## config.mk

```make
export PLATFORM = sky130hd
export DESIGN_NAME = csc_sequencer
export DESIGN_NICKNAME = d
export VERILOG_FILES = /design/src/rtl/csc_sequencer.v /design/src/rtl/csc_tick_div.v /design/src/rtl/csc_period_cnt.v
export VERILOG_INCLUDE_DIRS = /design/src /design/src/rtl
export SDC_FILE = /design/constraint.sdc
export NUM_CORES = 1
export LEC_CHECK = 0
export BUFFER_PORTS_ARGS = -buffer_cell sky130_fd_sc_hd__buf_2
export CAP_MARGIN = 0
export CORE_ASPECT_RATIO = 0.7
export CORE_MARGIN = 4
export CORE_UTILIZATION = 45
export DETAILED_ROUTE_END_ITERATION = 16
export GPL_TIMING_DRIVEN = 1
export PLACE_DENSITY = 0.68
export SETUP_SLACK_MARGIN = 0.4
export SLEW_MARGIN = 20
export SYNTH_ARGS = -nofsm -noshare
export SYNTH_HDL_FRONTEND = slang
export SYNTH_SLANG_ARGS = --single-unit
```

## constraint.sdc

```tcl
create_clock -name clk_i -period 2.71 [get_ports clk_i]
set_input_delay 0.4065 -clock clk_i [delete_from_list [all_inputs] [get_ports clk_i]]
set_output_delay 0.4065 -clock clk_i [all_outputs]
set_load 0.01 [all_outputs]
```

## src/rtl/csc_regs.vh

```
// Purpose: constants for the clocked sample/convert sequencer
// Assumes: one 20 MHz clock, converter clock derived by a divider
// Notes: definitions only
`ifndef CSC_REGS_VH
`define CSC_REGS_VH
`define CSC_ADDR_W 4
`define CSC_OFF_CTRL1 4'h0
`define CSC_OFF_CTRL2 4'h1
`define CSC_OFF_CTRL3 4'h2
`define CSC_OFF_STAT 4'h3
`define CSC_OFF_MASK 4'h4
`define CSC_OFF_SEQ 4'h5
`define CSC_B_ENABLE 15
`define CSC_B_TRIG_HI 7
`define CSC_B_TRIG_LO 5
`define CSC_B_SIMSEL 3
`define CSC_B_AUTO 2
`define CSC_B_SAMPLE 1
`define CSC_B_DONE 0
`define CSC_B_CHCNT_HI 9
`define CSC_B_CHCNT_LO 8
`define CSC_B_STIME_HI 12
`define CSC_B_STIME_LO 8
`define CSC_B_CDIV_HI 5
`define CSC_B_CDIV_LO 0
`define CSC_TRIG_CLOCKED 3'h7
`define CSC_TRIG_MANUAL 3'h0
`define CSC_RST_CTRL 16'h0000
`define CSC_CONV_PERIODS 5'h0C
`define CSC_IRQ_W 2
`define CSC_IRQ_SEQ 1
`define CSC_IRQ_CONV 0
`endif

```

## src/rtl/csc_sequencer.v

```verilog
// Purpose: sample and convert sequencing under the converter clock trigger
// Assumes: config fields stable while enabled; enable low acts as reset
// Notes: a manual trigger (clearing the sample bit) is also honoured
`timescale 1ns/10ps
`default_nettype none
`include "csc_regs.vh"
module csc_sequencer (
  input wire clk_i,
  input wire srst_i,
  input wire ce_i,
  input wire [3:0] addr_i,
  input wire [15:0] wdata_i,
  input wire wr_i,
  input wire rd_i,
  output reg [15:0] rdata_o,
  output reg irq_o,
  output reg sampling_o,
  output reg converting_o,
  output reg [1:0] channel_o,
  output reg [3:0] hold_o
);
  localparam ST_IDLE = 2'h0;
  localparam ST_SAMPLE_CONTROL_BIT = 2'h1;
  localparam ST_CONV = 2'h2;
  reg [1:0] state_q;
  reg [1:0] state_d;
  reg enable_q;
  reg [2:0] trig_q;
  reg sim_q;
  reg auto_q;
  reg sample_control_bit_q;
  reg done_q;
  reg [1:0] chcnt_q;
  reg [4:0] stime_q;
  reg [5:0] cdiv_q;
  reg [1:0] ch_q;
  reg [1:0] ch_d;
  reg [`CSC_IRQ_W-1:0] stat_q;
  reg [`CSC_IRQ_W-1:0] mask_q;
  reg [15:0] seq_cnt_q;
  wire run = ce_i && enable_q;
  wire tick;
  wire sample_control_bit_hit;
  wire sample_control_bit_busy;
  wire conv_hit;
  wire conv_busy;
  reg sample_control_bit_start;
  reg conv_start;
  reg clr_sample_control_bit;
  reg set_done;
  reg seq_end;
  wire [1:0] last_ch = (chcnt_q == 2'h0) ? 2'h0 : ((chcnt_q == 2'h1) ? 2'h1 : 2'h3);
  wire multi = (chcnt_q != 2'h0);
  wire seq_mode = multi && !sim_q;
  wire wr_ctrl1 = wr_i && (addr_i == `CSC_OFF_CTRL1);
  wire sw_sample_control_bit_set = wr_ctrl1 && wdata_i[`CSC_B_SAMPLE] && !sample_control_bit_q;
  wire sw_sample_control_bit_clr = wr_ctrl1 && !wdata_i[`CSC_B_SAMPLE] && sample_control_bit_q;
  wire clocked = (trig_q == `CSC_TRIG_CLOCKED);
  // end of sampling: the period counter when clocked, software clear when manual
  wire sample_control_bit_end = clocked ? sample_control_bit_hit : ((trig_q == `CSC_TRIG_MANUAL) && sw_sample_control_bit_clr);
  // period strobe restarts with each phase so counts are whole periods
  csc_tick_div u_div (
    .clk_i(clk_i),
    .srst_i(srst_i || !enable_q),
    .ce_i(ce_i),
    .clr_i(sample_control_bit_start || conv_start),
    .div_i(cdiv_q),
    .tick_o(tick)
  );
  csc_period_cnt u_sample_control_bit (
    .clk_i(clk_i),
    .srst_i(srst_i || !enable_q),
    .ce_i(ce_i && clocked),
    .start_i(sample_control_bit_start),
    .tick_i(tick),
    .target_i(stime_q),
    .hit_o(sample_control_bit_hit),
    .busy_o(sample_control_bit_busy)
  );
  csc_period_cnt u_conv (
    .clk_i(clk_i),
    .srst_i(srst_i || !enable_q),
    .ce_i(ce_i),
    .start_i(conv_start),
    .tick_i(tick),
    .target_i(`CSC_CONV_PERIODS),
    .hit_o(conv_hit),
    .busy_o(conv_busy)
  );
  always @* begin
    state_d = state_q;
    ch_d = ch_q;
    sample_control_bit_start = 1'b0;
    conv_start = 1'b0;
    clr_sample_control_bit = 1'b0;
    set_done = 1'b0;
    seq_end = 1'b0;
    case (state_q)
      ST_IDLE: begin
        // auto sampling starts by itself once enabled; manual waits for the sample bit
        if (sw_sample_control_bit_set || auto_q) begin
          state_d = ST_SAMPLE_CONTROL_BIT;
          ch_d = 2'h0;
          sample_control_bit_start = 1'b1;
        end
      end
      ST_SAMPLE_CONTROL_BIT: begin
        if (sample_control_bit_end) begin
          state_d = ST_CONV;
          conv_start = 1'b1;
          clr_sample_control_bit = 1'b1;
        end
      end
      ST_CONV: begin
        if (conv_hit) begin
          if (ch_q != last_ch) begin
            ch_d = ch_q + 2'h1;
            if (seq_mode) begin
              state_d = ST_SAMPLE_CONTROL_BIT;
              sample_control_bit_start = 1'b1;
            end else begin
              conv_start = 1'b1;
            end
          end else begin
            set_done = 1'b1;
            seq_end = 1'b1;
            ch_d = 2'h0;
            if (auto_q) begin
              state_d = ST_SAMPLE_CONTROL_BIT;
              sample_control_bit_start = 1'b1;
            end else begin
              state_d = ST_IDLE;
            end
          end
        end
      end
      default: begin
        state_d = ST_IDLE;
      end
    endcase
  end
  always @(posedge clk_i) begin
    if (srst_i) begin
      enable_q <= 1'b0;
      trig_q <= 3'h0;
      sim_q <= 1'b0;
      auto_q <= 1'b0;
      chcnt_q <= 2'h0;
      stime_q <= 5'h00;
      cdiv_q <= 6'h00;
      mask_q <= {`CSC_IRQ_W{1'b0}};
    end else if (ce_i && wr_i) begin
      case (addr_i)
        `CSC_OFF_CTRL1: begin
          enable_q <= wdata_i[`CSC_B_ENABLE];
          trig_q <= wdata_i[`CSC_B_TRIG_HI:`CSC_B_TRIG_LO];
          sim_q <= wdata_i[`CSC_B_SIMSEL];
          auto_q <= wdata_i[`CSC_B_AUTO];
        end
        `CSC_OFF_CTRL2: chcnt_q <= wdata_i[`CSC_B_CHCNT_HI:`CSC_B_CHCNT_LO];
        `CSC_OFF_CTRL3: begin
          stime_q <= wdata_i[`CSC_B_STIME_HI:`CSC_B_STIME_LO];
          cdiv_q <= wdata_i[`CSC_B_CDIV_HI:`CSC_B_CDIV_LO];
        end
        `CSC_OFF_MASK: mask_q <= wdata_i[`CSC_IRQ_W-1:0];
        default: begin
        end
      endcase
    end
  end
  always @(posedge clk_i) begin
    if (srst_i || !enable_q) begin
      state_q <= ST_IDLE;
      ch_q <= 2'h0;
      sample_control_bit_q <= 1'b0;
      done_q <= 1'b0;
      seq_cnt_q <= 16'h0000;
    end else if (run) begin
      state_q <= state_d;
      ch_q <= ch_d;
      // hardware set wins over a software write in the same cycle
      if (sample_control_bit_start)
        sample_control_bit_q <= 1'b1;
      else if (clr_sample_control_bit)
        sample_control_bit_q <= 1'b0;
      else if (wr_ctrl1)
        sample_control_bit_q <= wdata_i[`CSC_B_SAMPLE];
      if (set_done)
        done_q <= 1'b1;
      else if (sample_control_bit_start || (wr_ctrl1 && !wdata_i[`CSC_B_DONE]))
        done_q <= 1'b0;
      if (seq_end)
        seq_cnt_q <= seq_cnt_q + 16'h0001;
    end
  end
  // status: set wins over write-one-to-clear
  always @(posedge clk_i) begin
    if (srst_i) begin
      stat_q <= {`CSC_IRQ_W{1'b0}};
    end else if (ce_i) begin
      stat_q <= (stat_q & ~((wr_i && addr_i == `CSC_OFF_STAT) ? wdata_i[`CSC_IRQ_W-1:0] :
                {`CSC_IRQ_W{1'b0}})) | {run && seq_end, run && conv_hit};
    end
  end
  always @(posedge clk_i) begin
    if (srst_i) begin
      rdata_o <= 16'h0000;
      irq_o <= 1'b0;
      sampling_o <= 1'b0;
      converting_o <= 1'b0;
      channel_o <= 2'h0;
      hold_o <= 4'h0;
    end else if (ce_i) begin
      irq_o <= |(stat_q & mask_q);
      sampling_o <= (state_q == ST_SAMPLE_CONTROL_BIT);
      converting_o <= (state_q == ST_CONV);
      channel_o <= ch_q;
      // simultaneous holds all selected channels; sequential only the current one
      if (state_q != ST_SAMPLE_CONTROL_BIT)
        hold_o <= 4'h0;
      else if (sim_q && multi)
        hold_o <= (chcnt_q == 2'h1) ? 4'h3 : 4'hF;
      else
        hold_o <= 4'h1 << ch_q;
      rdata_o <= 16'h0000;
      if (rd_i) begin
        case (addr_i)
          `CSC_OFF_CTRL1: rdata_o <= {enable_q, 7'h00, trig_q, 1'b0, sim_q, auto_q,
                                      sample_control_bit_q, done_q};
          `CSC_OFF_CTRL2: rdata_o <= {6'h00, chcnt_q, 8'h00};
          `CSC_OFF_CTRL3: rdata_o <= {3'h0, stime_q, 2'h0, cdiv_q};
          `CSC_OFF_STAT: rdata_o <= {14'h0000, stat_q};
          `CSC_OFF_MASK: rdata_o <= {14'h0000, mask_q};
          `CSC_OFF_SEQ: rdata_o <= seq_cnt_q;
          default: rdata_o <= 16'h0000;
        endcase
      end
    end
  end
endmodule
`default_nettype wire

```

## src/rtl/csc_tick_div.v

```verilog
// Purpose: converter clock period strobe from the system clock
// Assumes: divisor field from software, period = (div+1) clocks
// Notes: restarts on clear so periods align to sequence start
`timescale 1ns/10ps
`default_nettype none
module csc_tick_div (
  input wire clk_i,
  input wire srst_i,
  input wire ce_i,
  input wire clr_i,
  input wire [5:0] div_i,
  output reg tick_o
);
  reg [5:0] cnt_q;
  // strobe is combinational so a period ends on its own edge, not one clock late
  always @* begin
    tick_o = (cnt_q >= div_i);
  end
  // the clear does not feed the strobe, so no loop through the sequencer
  always @(posedge clk_i) begin
    if (srst_i) begin
      cnt_q <= 6'h00;
    end else if (ce_i) begin
      if (clr_i || (cnt_q >= div_i))
        cnt_q <= 6'h00;
      else
        cnt_q <= cnt_q + 6'h01;
    end
  end
endmodule
`default_nettype wire

```

## src/rtl/csc_period_cnt.v

```verilog
// Purpose: counts converter clock periods up to a target
// Assumes: tick_i one cycle per converter period
// Notes: hit_o pulses for one cycle when the count reaches the target
`timescale 1ns/10ps
`default_nettype none
module csc_period_cnt (
  input wire clk_i,
  input wire srst_i,
  input wire ce_i,
  input wire start_i,
  input wire tick_i,
  input wire [4:0] target_i,
  output reg hit_o,
  output reg busy_o
);
  reg [4:0] cnt_q;
  reg zero_q;
  // hit is combinational so the phase ends on the edge of its last period
  always @* begin
    hit_o = ce_i && (zero_q || (busy_o && tick_i && ((cnt_q + 5'h01) >= target_i)));
  end
  always @(posedge clk_i) begin
    if (srst_i) begin
      cnt_q <= 5'h00;
      zero_q <= 1'b0;
      busy_o <= 1'b0;
    end else if (ce_i) begin
      zero_q <= 1'b0;
      if (start_i) begin
        cnt_q <= 5'h00;
        // a zero target ends one cycle after start; only the sample counter can get one, as the conversion target is fixed at 12
        zero_q <= (target_i == 5'h00);
        busy_o <= (target_i != 5'h00);
      end else if (busy_o && tick_i) begin
        if ((cnt_q + 5'h01) >= target_i)
          busy_o <= 1'b0;
        cnt_q <= cnt_q + 5'h01;
      end
    end
  end
endmodule
`default_nettype wire

```

=== Word-level counts from Yosys, hierarchy flattened ===
Index checks and enable logic that the tools add are counted.

* Add/subtract/negate cells: 5
* $lt $le $gt $ge: 3
* Eq/ne operators: 15
* Shift-type cells: 1
* Mux-type cells: 52
* Bitwise operators: 4
* Reduce and logical (&&, ||, !) cells: 60

{| class="wikitable"
|+ Operator list
! operator !! count
|-
| $pmux 16 s6 || 1
|-
| $mux 1 || 27
|-
| $mux 2 || 11
|-
| $logic_and 1x1->1 || 21
|-
| $mux 5 || 4
|-
| $reduce_and 2->1 || 9
|-
| $add 16x1->16 const B || 1
|-
| $mux 16 || 1
|-
| $reduce_bool 2->1 || 7
|-
| $mux 4 || 3
|-
| $add 5x1->5 const B || 2
|-
| $eq 4x2->1 const B || 2
|-
| $eq 4x3->1 const B || 2
|-
| $add 6x1->6 const B || 1
|-
| $ge 6x6->1 || 1
|-
| $logic_or 1x1->1 || 6
|-
| $mux 6 || 1
|-
| $ne 2x2->1 const B || 3
|-
| $pmux 2 s3 || 1
|-
| $reduce_and 3->1 || 2
|-
| $ge 5x4->1 const B || 1
|-
| $ge 5x5->1 || 1
|-
| $logic_not 1->1 || 5
|-
| $logic_not 5->1 || 1
|-
| other kinds (22) || 26
|}

* Bits in registers: 89

=== Logic depth before layout (Yosys ltp) ===
Gate-level depths: netlist (run 1).

* Depth after elaboration: 11
* Gate-level depth with buffers: 9
* Gate-level depth less buffers: 9

=== Hierarchy ===
Synthesis (run 1) repeated with hierarchy kept, for this count alone.

* Cell total of the unflattened synthesis: 572
* Area, all modules: 4790.8 sq um

{| class="wikitable"
|+ By module, submodules not included
! module !! times used !! cells an instance !! area each (sq um) !! seq. area each (sq um)
|-
| csc_sequencer || 1 || 408 || 3380.7 || 1401.3
|-
| csc_period_cnt || 2 || 58 || 496.7 || 140.1
|-
| csc_tick_div || 1 || 48 || 416.6 || 120.1
|}

=== Worst setup path after synthesis (run 1) ===
OpenSTA, ideal clock, no wires.

* Path type: register -> register
* Start point: register u_conv.cnt_q[0]
* End point: register seq_cnt_q[15]
* Arrival: 2385 ps
* Path slack: 255 ps
* Cell stages (with the launch flop): 9
* Path buffers: 1
* Clock period less this slack: 2455 ps
* Cells stage by stage: dfxtp_1 ha_1 and3b_1 a21o_2 o2bb2ai_4 or4_1 buf_2 or4_1 a21oi_1

* Longest elaborated chain between the ends: 7

{| class="wikitable"
|+ Ends and longest elaborated chain
! element !! RTL line !! text
|-
| start: declaration || csc_period_cnt.v:16 || <nowiki>reg [4:0] cnt_q;</nowiki>
|-
| start signal: assignment || csc_period_cnt.v:37 || <nowiki>cnt_q <= cnt_q + 5'h01;</nowiki>
|-
| $add 5x1->5 || csc_period_cnt.v:20 || <nowiki>hit_o = ce_i && (zero_q || (busy_o && tick_i && ((cnt_q + 5'h01) >= target_i)));</nowiki>
|-
| $ge 5x4->1 || csc_period_cnt.v:20 ||
|-
| $logic_and 1x1->1 (2 in series) || csc_period_cnt.v:20 ||
|-
| $mux 1 || csc_sequencer.v:115 || <nowiki>if (conv_hit) begin</nowiki>
|-
| $mux 1 || csc_sequencer.v:98 || <nowiki>case (state_q)</nowiki>
|-
| $reduce_and 2->1 (no line) || n/a ||
|-
| end signal: assignment || csc_sequencer.v:193 || <nowiki>seq_cnt_q <= seq_cnt_q + 16'h0001;</nowiki>
|-
| end: declaration || csc_sequencer.v:40 || <nowiki>reg [15:0] seq_cnt_q;</nowiki>
|}

No other way between the ends.
A chain may end at the register's enable or synchronous reset.

=== Worst setup path in the final report (run 1) ===
Ends and elaborated chain as after synthesis.

==> flow_metrics.py, run 1 <==
metrics = {
    "critical_path": {
        "critPathMaxFanout": 8,
        "worstPathArrival_ps": 2610,
        "crit_buf_inv": 0,
        "path_cells": "ha_4 -> and3b_1 -> a21o_4 -> o2bb2ai_4 -> or4_4 -> or4_4 -> a21oi_2",
        "slowest_delay_ps": 590,
        "cp-start-kind": "flop",
        "rr_worst_depth": 7,
        "end_kind": "flop",
        "path_class": "reg2reg",
        "critPathTopFamily": "simple AND/OR/NAND/NOR gates",
        "worst-endpoint-required_ps": 2990,
        "r2r_start": "u_conv.cnt_q[0]",
        "slowest_stage": "or4_4",
        "reg2reg_slack_ps": 380,
        "regToRegEndpoint": "seq_cnt_q[15]",
        "cp-startpoint": "u_conv.cnt_q[0]",
        "cp_common_cell": "or4_4",
    },
    "timing": {
        "rsz0062_at_grt": "true",
        "hold_violations": 0,
        "worst_slew_margin_rel_pct": 51.3,
        "slew_viol_final": 0,
        "fmax_mhz": 430,
        "finClkSkew_ps": 7.64,
        "fin_ws_ps": 383,
        "worst_pin_slew_ps": 728,
        "tns_ps": 0,
        "min_period_ps": 2330,
        "finalCritPeriodShare_pct": 85.9,
        "whs_ps": 290,
        "finalSetupViolCount": 0,
    },
    "floorplanning": {
        "start_util_pct": 47.3,
        "die-width_um": 130,
        "ioPinCount": 50,
        "row_count": 30,
        "fp.dieH_um": 93.4,
        "die-area_um2": 12100,
        "core_um2": 9910,
    },
    "global_route": {
        "grt_max_degree": 38,
        "overflow": 0,
        "grt_pass1_vias": 4037,
        "antenna_found_initial": 0,
        "grt_pass1_wl_um": 20600,
        "track_usage_pct": 21.6,
    },
    "route": {
        "drtIter0Drc": 406,
        "wl_um": 13800,
        "drc": 0,
        "vias": 4535,
        "ant_nets": 0,
        "avgRoutedWirePerCell_um": 17.9,
        "first_pass_iters": 6,
        "vias_per_cell": 5.87,
    },
    "min_path": {
        "hp-class": "in2reg",
        "min_to": "trig_q[1]",
        "hold_depth": 3,
        "min_from": "wdata_i[6]",
    },
    "power": {
        "irDropWorstVdd_mv": 0.298,
        "p_leak_uw": 0.00228,
        "powerDensity_nw_per_um2": 462,
    },
    "clock_tree": {
        "path_clk_slew_ps": 70,
        "cts-root-buf": "clkbuf_16",
        "clock_sinks": 89,
        "clock_path_buffers": 2,
        "insertion_delay_ps": 350,
        "cts_made_buffers": 9,
        "hold_buffers": 0,
        "ctsHtreeMaxLevel": 3,
        "cts_tree": "yes",
    },
    "synthesis": {
        "synth_edf_count": 0,
        "avgSynthCellArea_um2": 8.36,
        "synth_cells": 561,
        "ys.flop_type": "dfxtp_1",
        "ys_types": 67,
        "syn_nets": 610,
        "synth_seq_cells": 89,
        "async_reset_ff_share_pct": 0,
        "synth_area_um2": 4690,
        "ys_seq_area_share_pct": 38.0,
        "yosysWarnings": 0,
    },
    "placement": {
        "dp_slack_ps": 92.0,
        "dp_cells": 729,
        "hpwl_um": 9620,
        "gp_congestion": 0.901,
        "portBuffers": 47,
    },
    "final_layout": {
        "layout.nets": 688,
        "instances_no_fill": 772,
        "syn_to_final_growth_pct": 26.4,
        "diodes": 0,
        "drive_gt1_share_pct": 27.3,
        "final_util_pct": 59.8,
    },
    "status": {
        "outcome": "finished, final reports clean",
    },
    "run": {
        "maxCapViolCount": 0,
    },
}
[worst min-delay path, cell delays in order]
cell	delay, ps
buf_2	70
mux2i_1	50
nor2_1	70
[flip-flops by register name, indices dropped and copies added (netlist names), 2 cells and up]
signal / flops
rdata_o: 16
seq_cnt_q: 16
cdiv_q: 6
u_div.cnt_q: 6
stime_q: 5
u_conv.cnt_q: 5
u_sample_control_bit.cnt_q: 5
hold_o: 4
trig_q: 3
ch_q: 2
channel_o: 2
chcnt_q: 2
mask_q: 2
stat_q: 2
state_q: 2
[cells by family (layout without fill, tap and decap cells)]
kind of cell / Yosys count / count (layout) / share of synthesized area, %
fa+ha+maj: 24 / 24 / 6.40
buf+inv: 59 / 141 / 5.55
xor+xnor: 14 / 14 / 2.77
simple gates: 209 / 209 / 22.0
mux: 21 / 21 / 4.54
flops: 89 / 89 / 38.0
compound gates: 145 / 146 / 20.8
[layer usage]
layer | global-route usage, % | wire (µm)
met5 | 0 | 0
met4 | 6.66 | 200
met3 | 5.08 | 1020
met2 | 32.3 | 6130
met1 | 30.7 | 6480
[worst max path at each step]
stage / to / slack (ps) / cells past startpoint
final: seq_cnt_q[15] / 380 / 7
after global routing: seq_cnt_q[15] / 310 / 9
after global placement: seq_cnt_q[15] / 150 / 8
after CTS: seq_cnt_q[15] / 340 / 9
after detailed placement: seq_cnt_q[15] / 90 / 8
after floorplan: seq_cnt_q[15] / 370 / 8
[Yosys cell counts (3+ instances only)]
cell type / count / area [µm²]
nor2b_1: 3 / 18.8
nand3_1: 18 / 90.1
a222oi_1: 7 / 70.1
a22oi_1: 7 / 52.6
o31ai_1: 3 / 22.5
nor4_1: 4 / 25.0
nor2_1: 64 / 240
or3_1: 10 / 62.6
a31oi_1: 7 / 43.8
a41o_1: 3 / 30.0
xor2_1: 7 / 61.3
dfxtp_1: 89 / 1780
o21ai_0: 23 / 115
o211ai_1: 12 / 90.1
or3_2: 3 / 22.5
nor3_1: 6 / 30.0
nand4_1: 8 / 50.1
or4_1: 7 / 52.6
a211oi_1: 3 / 22.5
o22ai_1: 3 / 18.8
o21a_1: 3 / 22.5
mux2i_1: 19 / 190
xnor2_1: 6 / 52.6
o221ai_1: 4 / 35.0
clkbuf_8: 3 / 41.3
ha_1: 24 / 300
nand2b_1: 7 / 43.8
clkbuf_1: 21 / 78.8
inv_1: 31 / 116
nand2_1: 56 / 210
and3_1: 8 / 50.1
a21oi_1: 52 / 260
[through the flow]
step	power [µW]	instance area, µm²
finish	2740	5930
global route	2820	5930
CTS	2750	5620
detailed placement	1440	5120
global placement	1440	5120
floorplan	1400	4710
[timing repair]
item | in CTS | in global routing
setup endpoints to repair | 38 | 38
setup buffers | 10 | 16
cloned | 0 | 1
resized for setup | 29 | 44
pin swaps | 13 | 28
[power by group]
group	switching, µW	internal [µW]	total (µW)	leakage (µW)
sequential	3.70	1300	1310	0.000727
clock	526	798	1320	0.000151
combinational	71.8	35.1	107	0.00140
[cell type report]
type	count	area, µm²
Sequential cell	89	1820
Multi-Input combinational cell	414	2900
Timing Repair Buffer	93	612
Fill cell	893	3980
Clock inverter	3	46.3
Inverter	32	120
Tap cell	128	160
Clock buffer	13	272
[placed cells by master (no fill, tap or decap), types with 4 or more instances in the layout]
cell | Yosys | final
nand2b_1 | 7 | 6
nor3_1 | 6 | 6
or3_4 | 0 | 5
buf_2 | 1 | 47
a222oi_1 | 7 | 7
dfxtp_4 | 0 | 8
nand2_1 | 56 | 56
o211ai_1 | 12 | 12
ha_1 | 24 | 18
a21oi_1 | 52 | 47
nand3_1 | 18 | 17
xnor2_1 | 6 | 5
inv_2 | 1 | 4
o221ai_1 | 4 | 4
xor2_1 | 7 | 7
o21ai_2 | 0 | 4
o21ai_0 | 23 | 18
ha_4 | 0 | 5
dfxtp_1 | 89 | 74
dfxtp_2 | 0 | 7
clkbuf_16 | 0 | 10
nand4_1 | 8 | 8
a22oi_1 | 7 | 7
inv_1 | 31 | 28
nor2_1 | 64 | 63
or4_4 | 0 | 5
mux2i_1 | 19 | 19
and3_1 | 8 | 8
a21oi_2 | 0 | 5
or3_1 | 10 | 8
buf_4 | 0 | 41
a31oi_1 | 7 | 6
Power figures use the tool's default switching activity.
==> inputs of run 2 (changes only) <==
- CORE_ASPECT_RATIO: 0.7 -> 1.2
==> run 2 against run 1 <==
Against the previous run: setup slack got worse by 36 ps; highest routed layer unchanged; largest power group is now registers; total power fell by 3.5%; non-clock buffer count fell by 3; register-to-register slack got worse by 40 ps; global-route usage fell by 0.39 points; sequential share of layout area rose by 0.32 points; critical path depth rose by 1.
==> flow_metrics.py, run 2 (synthesis results as in run 1) <==
metrics = {
    "status": {
        "outcome": "finished, final reports clean",
    },
    "timing": {
        "slew_viol_final": 0,
        "finClkSkew_ps": 7.86,
        "hold_violations": 0,
        "worst_slew_margin_rel_pct": 60.7,
        "rsz0062_at_grt": "true",
        "fmax_mhz": 423,
        "worst_pin_slew_ps": 586,
        "min_period_ps": 2360,
        "tns_ps": 0,
        "finalCritPeriodShare_pct": 87.2,
        "finalSetupViolCount": 0,
    },
    "power": {
        "comb_power_share_pct": 3.9,
        "irDropWorstVdd_mv": 0.329,
        "total_power_uw": 2640,
        "p_switching_uw": 586,
        "switching_share_pct": 22.2,
        "pwr-share-clk_pct": 46.4,
        "pwr-share-seq_pct": 49.7,
        "powerDensity_nw_per_um2": 455,
        "p_leak_uw": 0.00223,
        "p_int_uw": 2060,
    },
    "floorplanning": {
        "ioPinCount": 50,
        "die-area_um2": 12100,
        "fp.dieH_um": 120,
        "start_util_pct": 46.4,
        "core_um2": 10100,
        "die-width_um": 101,
        "row_count": 40,
    },
    "clock_tree": {
        "hold_buffers": 0,
        "cts-root-buf": "clkbuf_16",
        "ctsHtreeMaxLevel": 3,
        "cts_made_buffers": 9,
        "cts_tree": "yes",
        "insertion_delay_ps": 340,
        "clock_sinks": 89,
        "path_clk_slew_ps": 70,
        "clock_path_buffers": 2,
    },
    "placement": {
        "hpwl_um": 9190,
        "gp_congestion": 0.900,
        "portBuffers": 47,
        "dp_cells": 732,
    },
    "global_route": {
        "track_usage_pct": 21.2,
        "overflow": 0,
        "grt_max_degree": 47,
        "grt_pass1_vias": 4200,
        "grt_pass1_wl_um": 20700,
        "antenna_found_initial": 0,
    },
    "critical_path": {
        "critPathMaxFanout": 7,
        "rr_worst_depth": 8,
        "end_kind": "flop",
        "worst-endpoint-required_ps": 2990,
        "cp-start-kind": "flop",
        "worstPathArrival_ps": 2640,
        "path_class": "reg2reg",
    },
    "route": {
        "avgRoutedWirePerCell_um": 16.9,
        "first_pass_iters": 5,
        "wl_um": 12900,
        "drc": 0,
        "drtIter0Drc": 338,
        "vias": 4509,
        "vias_per_cell": 5.89,
        "ant_nets": 0,
    },
    "final_layout": {
        "largestRegisters": "rdata_o (16), seq_cnt_q (16)",
        "fillers": 904,
        "instances_no_fill": 766,
        "final_util_pct": 57.4,
        "drive_gt1_share_pct": 26.1,
        "seqCellArea_um2": 1800,
        "diodes": 0,
        "layout_commonest_cell": "dfxtp_1",
        "layout.nets": 684,
        "layout_common_cells": "dfxtp_1 (78), nor2_1 (64), nand2_1 (56), a21oi_1 (47), buf_2 (47)",
        "syn_to_final_growth_pct": 23.8,
        "multi_input_area_um2": 2870,
    },
    "run": {
        "maxCapViolCount": 0,
    },
    "min_path": {
        "hp-class": "in2reg",
        "hold_depth": 3,
    },
}
==> run 2: cell count changes in the layout (fill, tap and decap cells not counted), sizes merged <==
cell,change
clkinv,+2
buf,-3
clkinvlp,-1
o2bb2ai,-1
inv,+1
clkbuf,-2
==> run 2: power by group through the flow <==
| stage | logic [µW] | clock network (µW) | registers (µW) |
|---|---|---|---|
| after floorplan | 55.8 | 0 | 1340 |
| after global placement | 97.2 | 0 | 1340 |
| after detailed placement | 99.6 | 0 | 1340 |
| after CTS | 101 | 1250 | 1310 |
| after global routing | 112 | 1300 | 1310 |
| final | 104 | 1230 | 1310 |
==> run 2: metrics by stage <==
| stage | hold WS, ps | setup WS, ps | cell area (µm²) |
|---|---|---|---|
| 6_report | 293 | 347 | 5800 |
| 5_1_grt | 303 | 279 | 5800 |
| 4_1_cts | 291 | 362 | 5640 |
| 3_5_place_dp | 456 | 180 | 5150 |
| 3_3_place_gp | 447 | 235 | 5150 |
| 2_1_floorplan | 443 | 373 | 4710 |
==> run 2: worst paths after layout <==
path | from | endpoint | slack, ps
min reg2reg | hold_o[3] | hold_o[3] | 470
min | wdata_i[4] | cdiv_q[4] | 290
max | u_conv.cnt_q[0] | seq_cnt_q[14] | 350
max reg2reg | u_conv.cnt_q[0] | seq_cnt_q[14] | 350
==> run 2: area by class of cell <==
type	count	share of cell area [%]
Tap cell	126	2.72
Clock buffer	11	4.01
Multi-Input combinational cell	413	49.4
Timing Repair Buffer	90	9.81
Sequential cell	89	31.0
Clock inverter	5	0.948
Inverter	32	2.07
==> run 2: layer usage <==
metal | GRT usage (%) | routed length (µm)
met2 | 34.9 | 6310
met5 | 0 | 0
met3 | 4.77 | 718
met4 | 8.15 | 352
met1 | 26.8 | 5540
==> run 2: timing repair <==
item / CTS / global route
gates resized for setup: 39 / 19
setup buffers: 8 / 10
setup endpoints to repair: 32 / 39
gates cloned: 0 / 0
hold endpoints to repair: 0 / 0
pin swaps: 15 / 15
==> run 2: critical path, stage by stage, from the launching register on <==
cell,delay (ps)
dfxtp_4,370
ha_4,160
and3b_2,220
a21o_4,210
o2bb2ai_4,140
buf_6,150
or4_4,580
or3_4,350
a21oi_2,130
==> inputs of run 3 (changes only) <==
- CELL_PAD_IN_SITES_DETAIL_PLACEMENT: unset -> 1
- CELL_PAD_IN_SITES_GLOBAL_PLACEMENT: unset -> 1
- CORE_UTILIZATION: 45 -> 44
- PLACE_DENSITY: 0.68 -> 0.83
==> run 3 against run 2 <==
Against the previous run: combinational power grew 7%; clock skew is 1.9 ps lower; critical endpoint is now seq_cnt_q[2]; sequential share of layout area fell by 0.45 points; cell area is 2.2% higher; largest cell class unchanged; clock power decreased by 4%; flip-flop and latch count stayed put; die area grew 2.1%; first-iteration DRC count increased by 4.1%; setup slack worse by 69 ps; critical path type unchanged; register-to-register slack worse by 70 ps; via count up 6.9%.
==> flow_metrics.py, run 3 (synthesis results as in run 1) <==
metrics = {
    "route": {
        "vias": 4819,
        "drc": 0,
        "wl_um": 16900,
        "drtIter0Drc": 352,
        "ant_nets": 0,
        "first_pass_iters": 5,
        "avgRoutedWirePerCell_um": 21.8,
        "vias_per_cell": 6.23,
    },
    "final_layout": {
        "layout_common_cells": "dfxtp_1 (75), nor2_1 (64), nand2_1 (55), a21oi_1 (47), buf_2 (47)",
        "layout.nets": 689,
        "drive_gt1_share_pct": 28.4,
        "largestRegisters": "rdata_o (16), seq_cnt_q (16)",
        "instances_no_fill": 773,
        "layout_commonest_cell": "dfxtp_1",
        "diodes": 0,
        "syn_to_final_growth_pct": 26.5,
    },
    "clock_tree": {
        "insertion_delay_ps": 350,
        "ctsHtreeMaxLevel": 3,
        "clock_sinks": 89,
        "cts_tree": "yes",
        "cts-root-buf": "clkbuf_16",
        "hold_buffers": 0,
        "path_clk_slew_ps": 70,
        "cts_made_buffers": 9,
        "clock_path_buffers": 2,
    },
    "global_route": {
        "overflow": 0,
        "grt_pass1_wl_um": 25200,
        "track_usage_pct": 26.1,
        "antenna_found_initial": 0,
        "grt_max_degree": 34,
        "grt_pass1_vias": 4934,
    },
    "critical_path": {
        "cp-start-kind": "flop",
        "path_class": "reg2reg",
        "end_kind": "flop",
        "worstPathArrival_ps": 2700,
        "worst-endpoint-required_ps": 2980,
        "critPathMaxFanout": 7,
    },
    "timing": {
        "finalCritPeriodShare_pct": 89.7,
        "finalSetupViolCount": 0,
        "slew_viol_final": 0,
        "finClkSkew_ps": 5.94,
        "worst_pin_slew_ps": 637,
        "whs_ps": 296,
        "rsz0062_at_grt": "true",
        "min_period_ps": 2430,
        "tns_ps": 0,
        "hold_violations": 0,
        "fmax_mhz": 411,
        "worst_slew_margin_rel_pct": 57.6,
    },
    "power": {
        "powerDensity_nw_per_um2": 437,
        "p_leak_uw": 0.00228,
        "irDropWorstVdd_mv": 0.298,
    },
    "placement": {
        "portBuffers": 47,
        "dp_cells": 731,
        "hpwl_um": 10800,
        "gp_congestion": 0.849,
    },
    "floorplanning": {
        "start_util_pct": 44.8,
        "ioPinCount": 50,
        "die-area_um2": 12400,
        "row_count": 41,
        "core_um2": 10500,
        "die-width_um": 102,
        "fp.dieH_um": 121,
    },
    "run": {
        "maxCapViolCount": 0,
    },
    "status": {
        "outcome": "finished, final reports clean",
    },
    "min_path": {
        "hp-class": "in2reg",
    },
}
## run 3: path summary, 6_finish.rpt
| kind | start | to | slack [ps] | cells after the start |
|---|---|---|---|---|
| setup / recovery | cdiv_q[1] | seq_cnt_q[2] | 280 | 9 |
| hold / removal | wdata_i[12] | stime_q[4] | 300 | 3 |
| setup reg to reg | cdiv_q[1] | seq_cnt_q[2] | 280 | 9 |
| hold reg to reg | hold_o[2] | hold_o[2] | 460 | 2 |
## run 3: per-stage QoR
| step | setup slack [ps] | utilization (%) | power (µW) | instance area (µm²) |
|---|---|---|---|---|
| after floorplan | 373 | - | 1400 | 4710 |
| after global placement | 107 | 49.0 | 1440 | 5120 |
| after detailed placement | 14.0 | 49.0 | 1440 | 5120 |
| after CTS | 315 | 54.3 | 2590 | 5680 |
| after global routing | 226 | 56.7 | 2680 | 5930 |
| final | 278 | 56.7 | 2590 | 5930 |
## run 3: where the power goes
part / internal [µW] / switching, µW / total [µW]
combinational: 36.0 / 75.1 / 111
clock: 620 / 555 / 1180
sequential: 1300 / 3.80 / 1310
## run 3: layout make-up
type,instances,area [µm²]
repair buffers,95,614
inverters,32,120
clock inverters,6,42.5
clock buffers,9,225
fillers,1246,4530
multi-input cells,413,2960
well taps,129,161
flip-flops and latches,89,1810
## run 3: metal layers
| layer | vias up | GRT usage [%] | routed length [µm] |
|---|---|---|---|
| li1 | 2177 | - | - |
| met1 | 2411 | 30.5 | 6840 |
| met2 | 182 | 46.4 | 8500 |
| met3 | 49 | 3.62 | 839 |
| met4 | 0 | 11.9 | 694 |
| met5 | - | 0 | 0 |
## run 3: what timing repair did
item	in CTS	in global routing
resized for setup	44	36
endpoints found under the setup margin	41	39
pin swaps	20	28
buffers inserted	18	9
## run 3: critical path, cell delays in order (launching register included)
cell and delay [ps]:
dfxtp_2 340, inv_2 50, ha_4 260, o21ai_2 60
o21ai_2 190, nand4_1 270, buf_6 240, or4_4 440
or3_1 330, a21oi_1 170
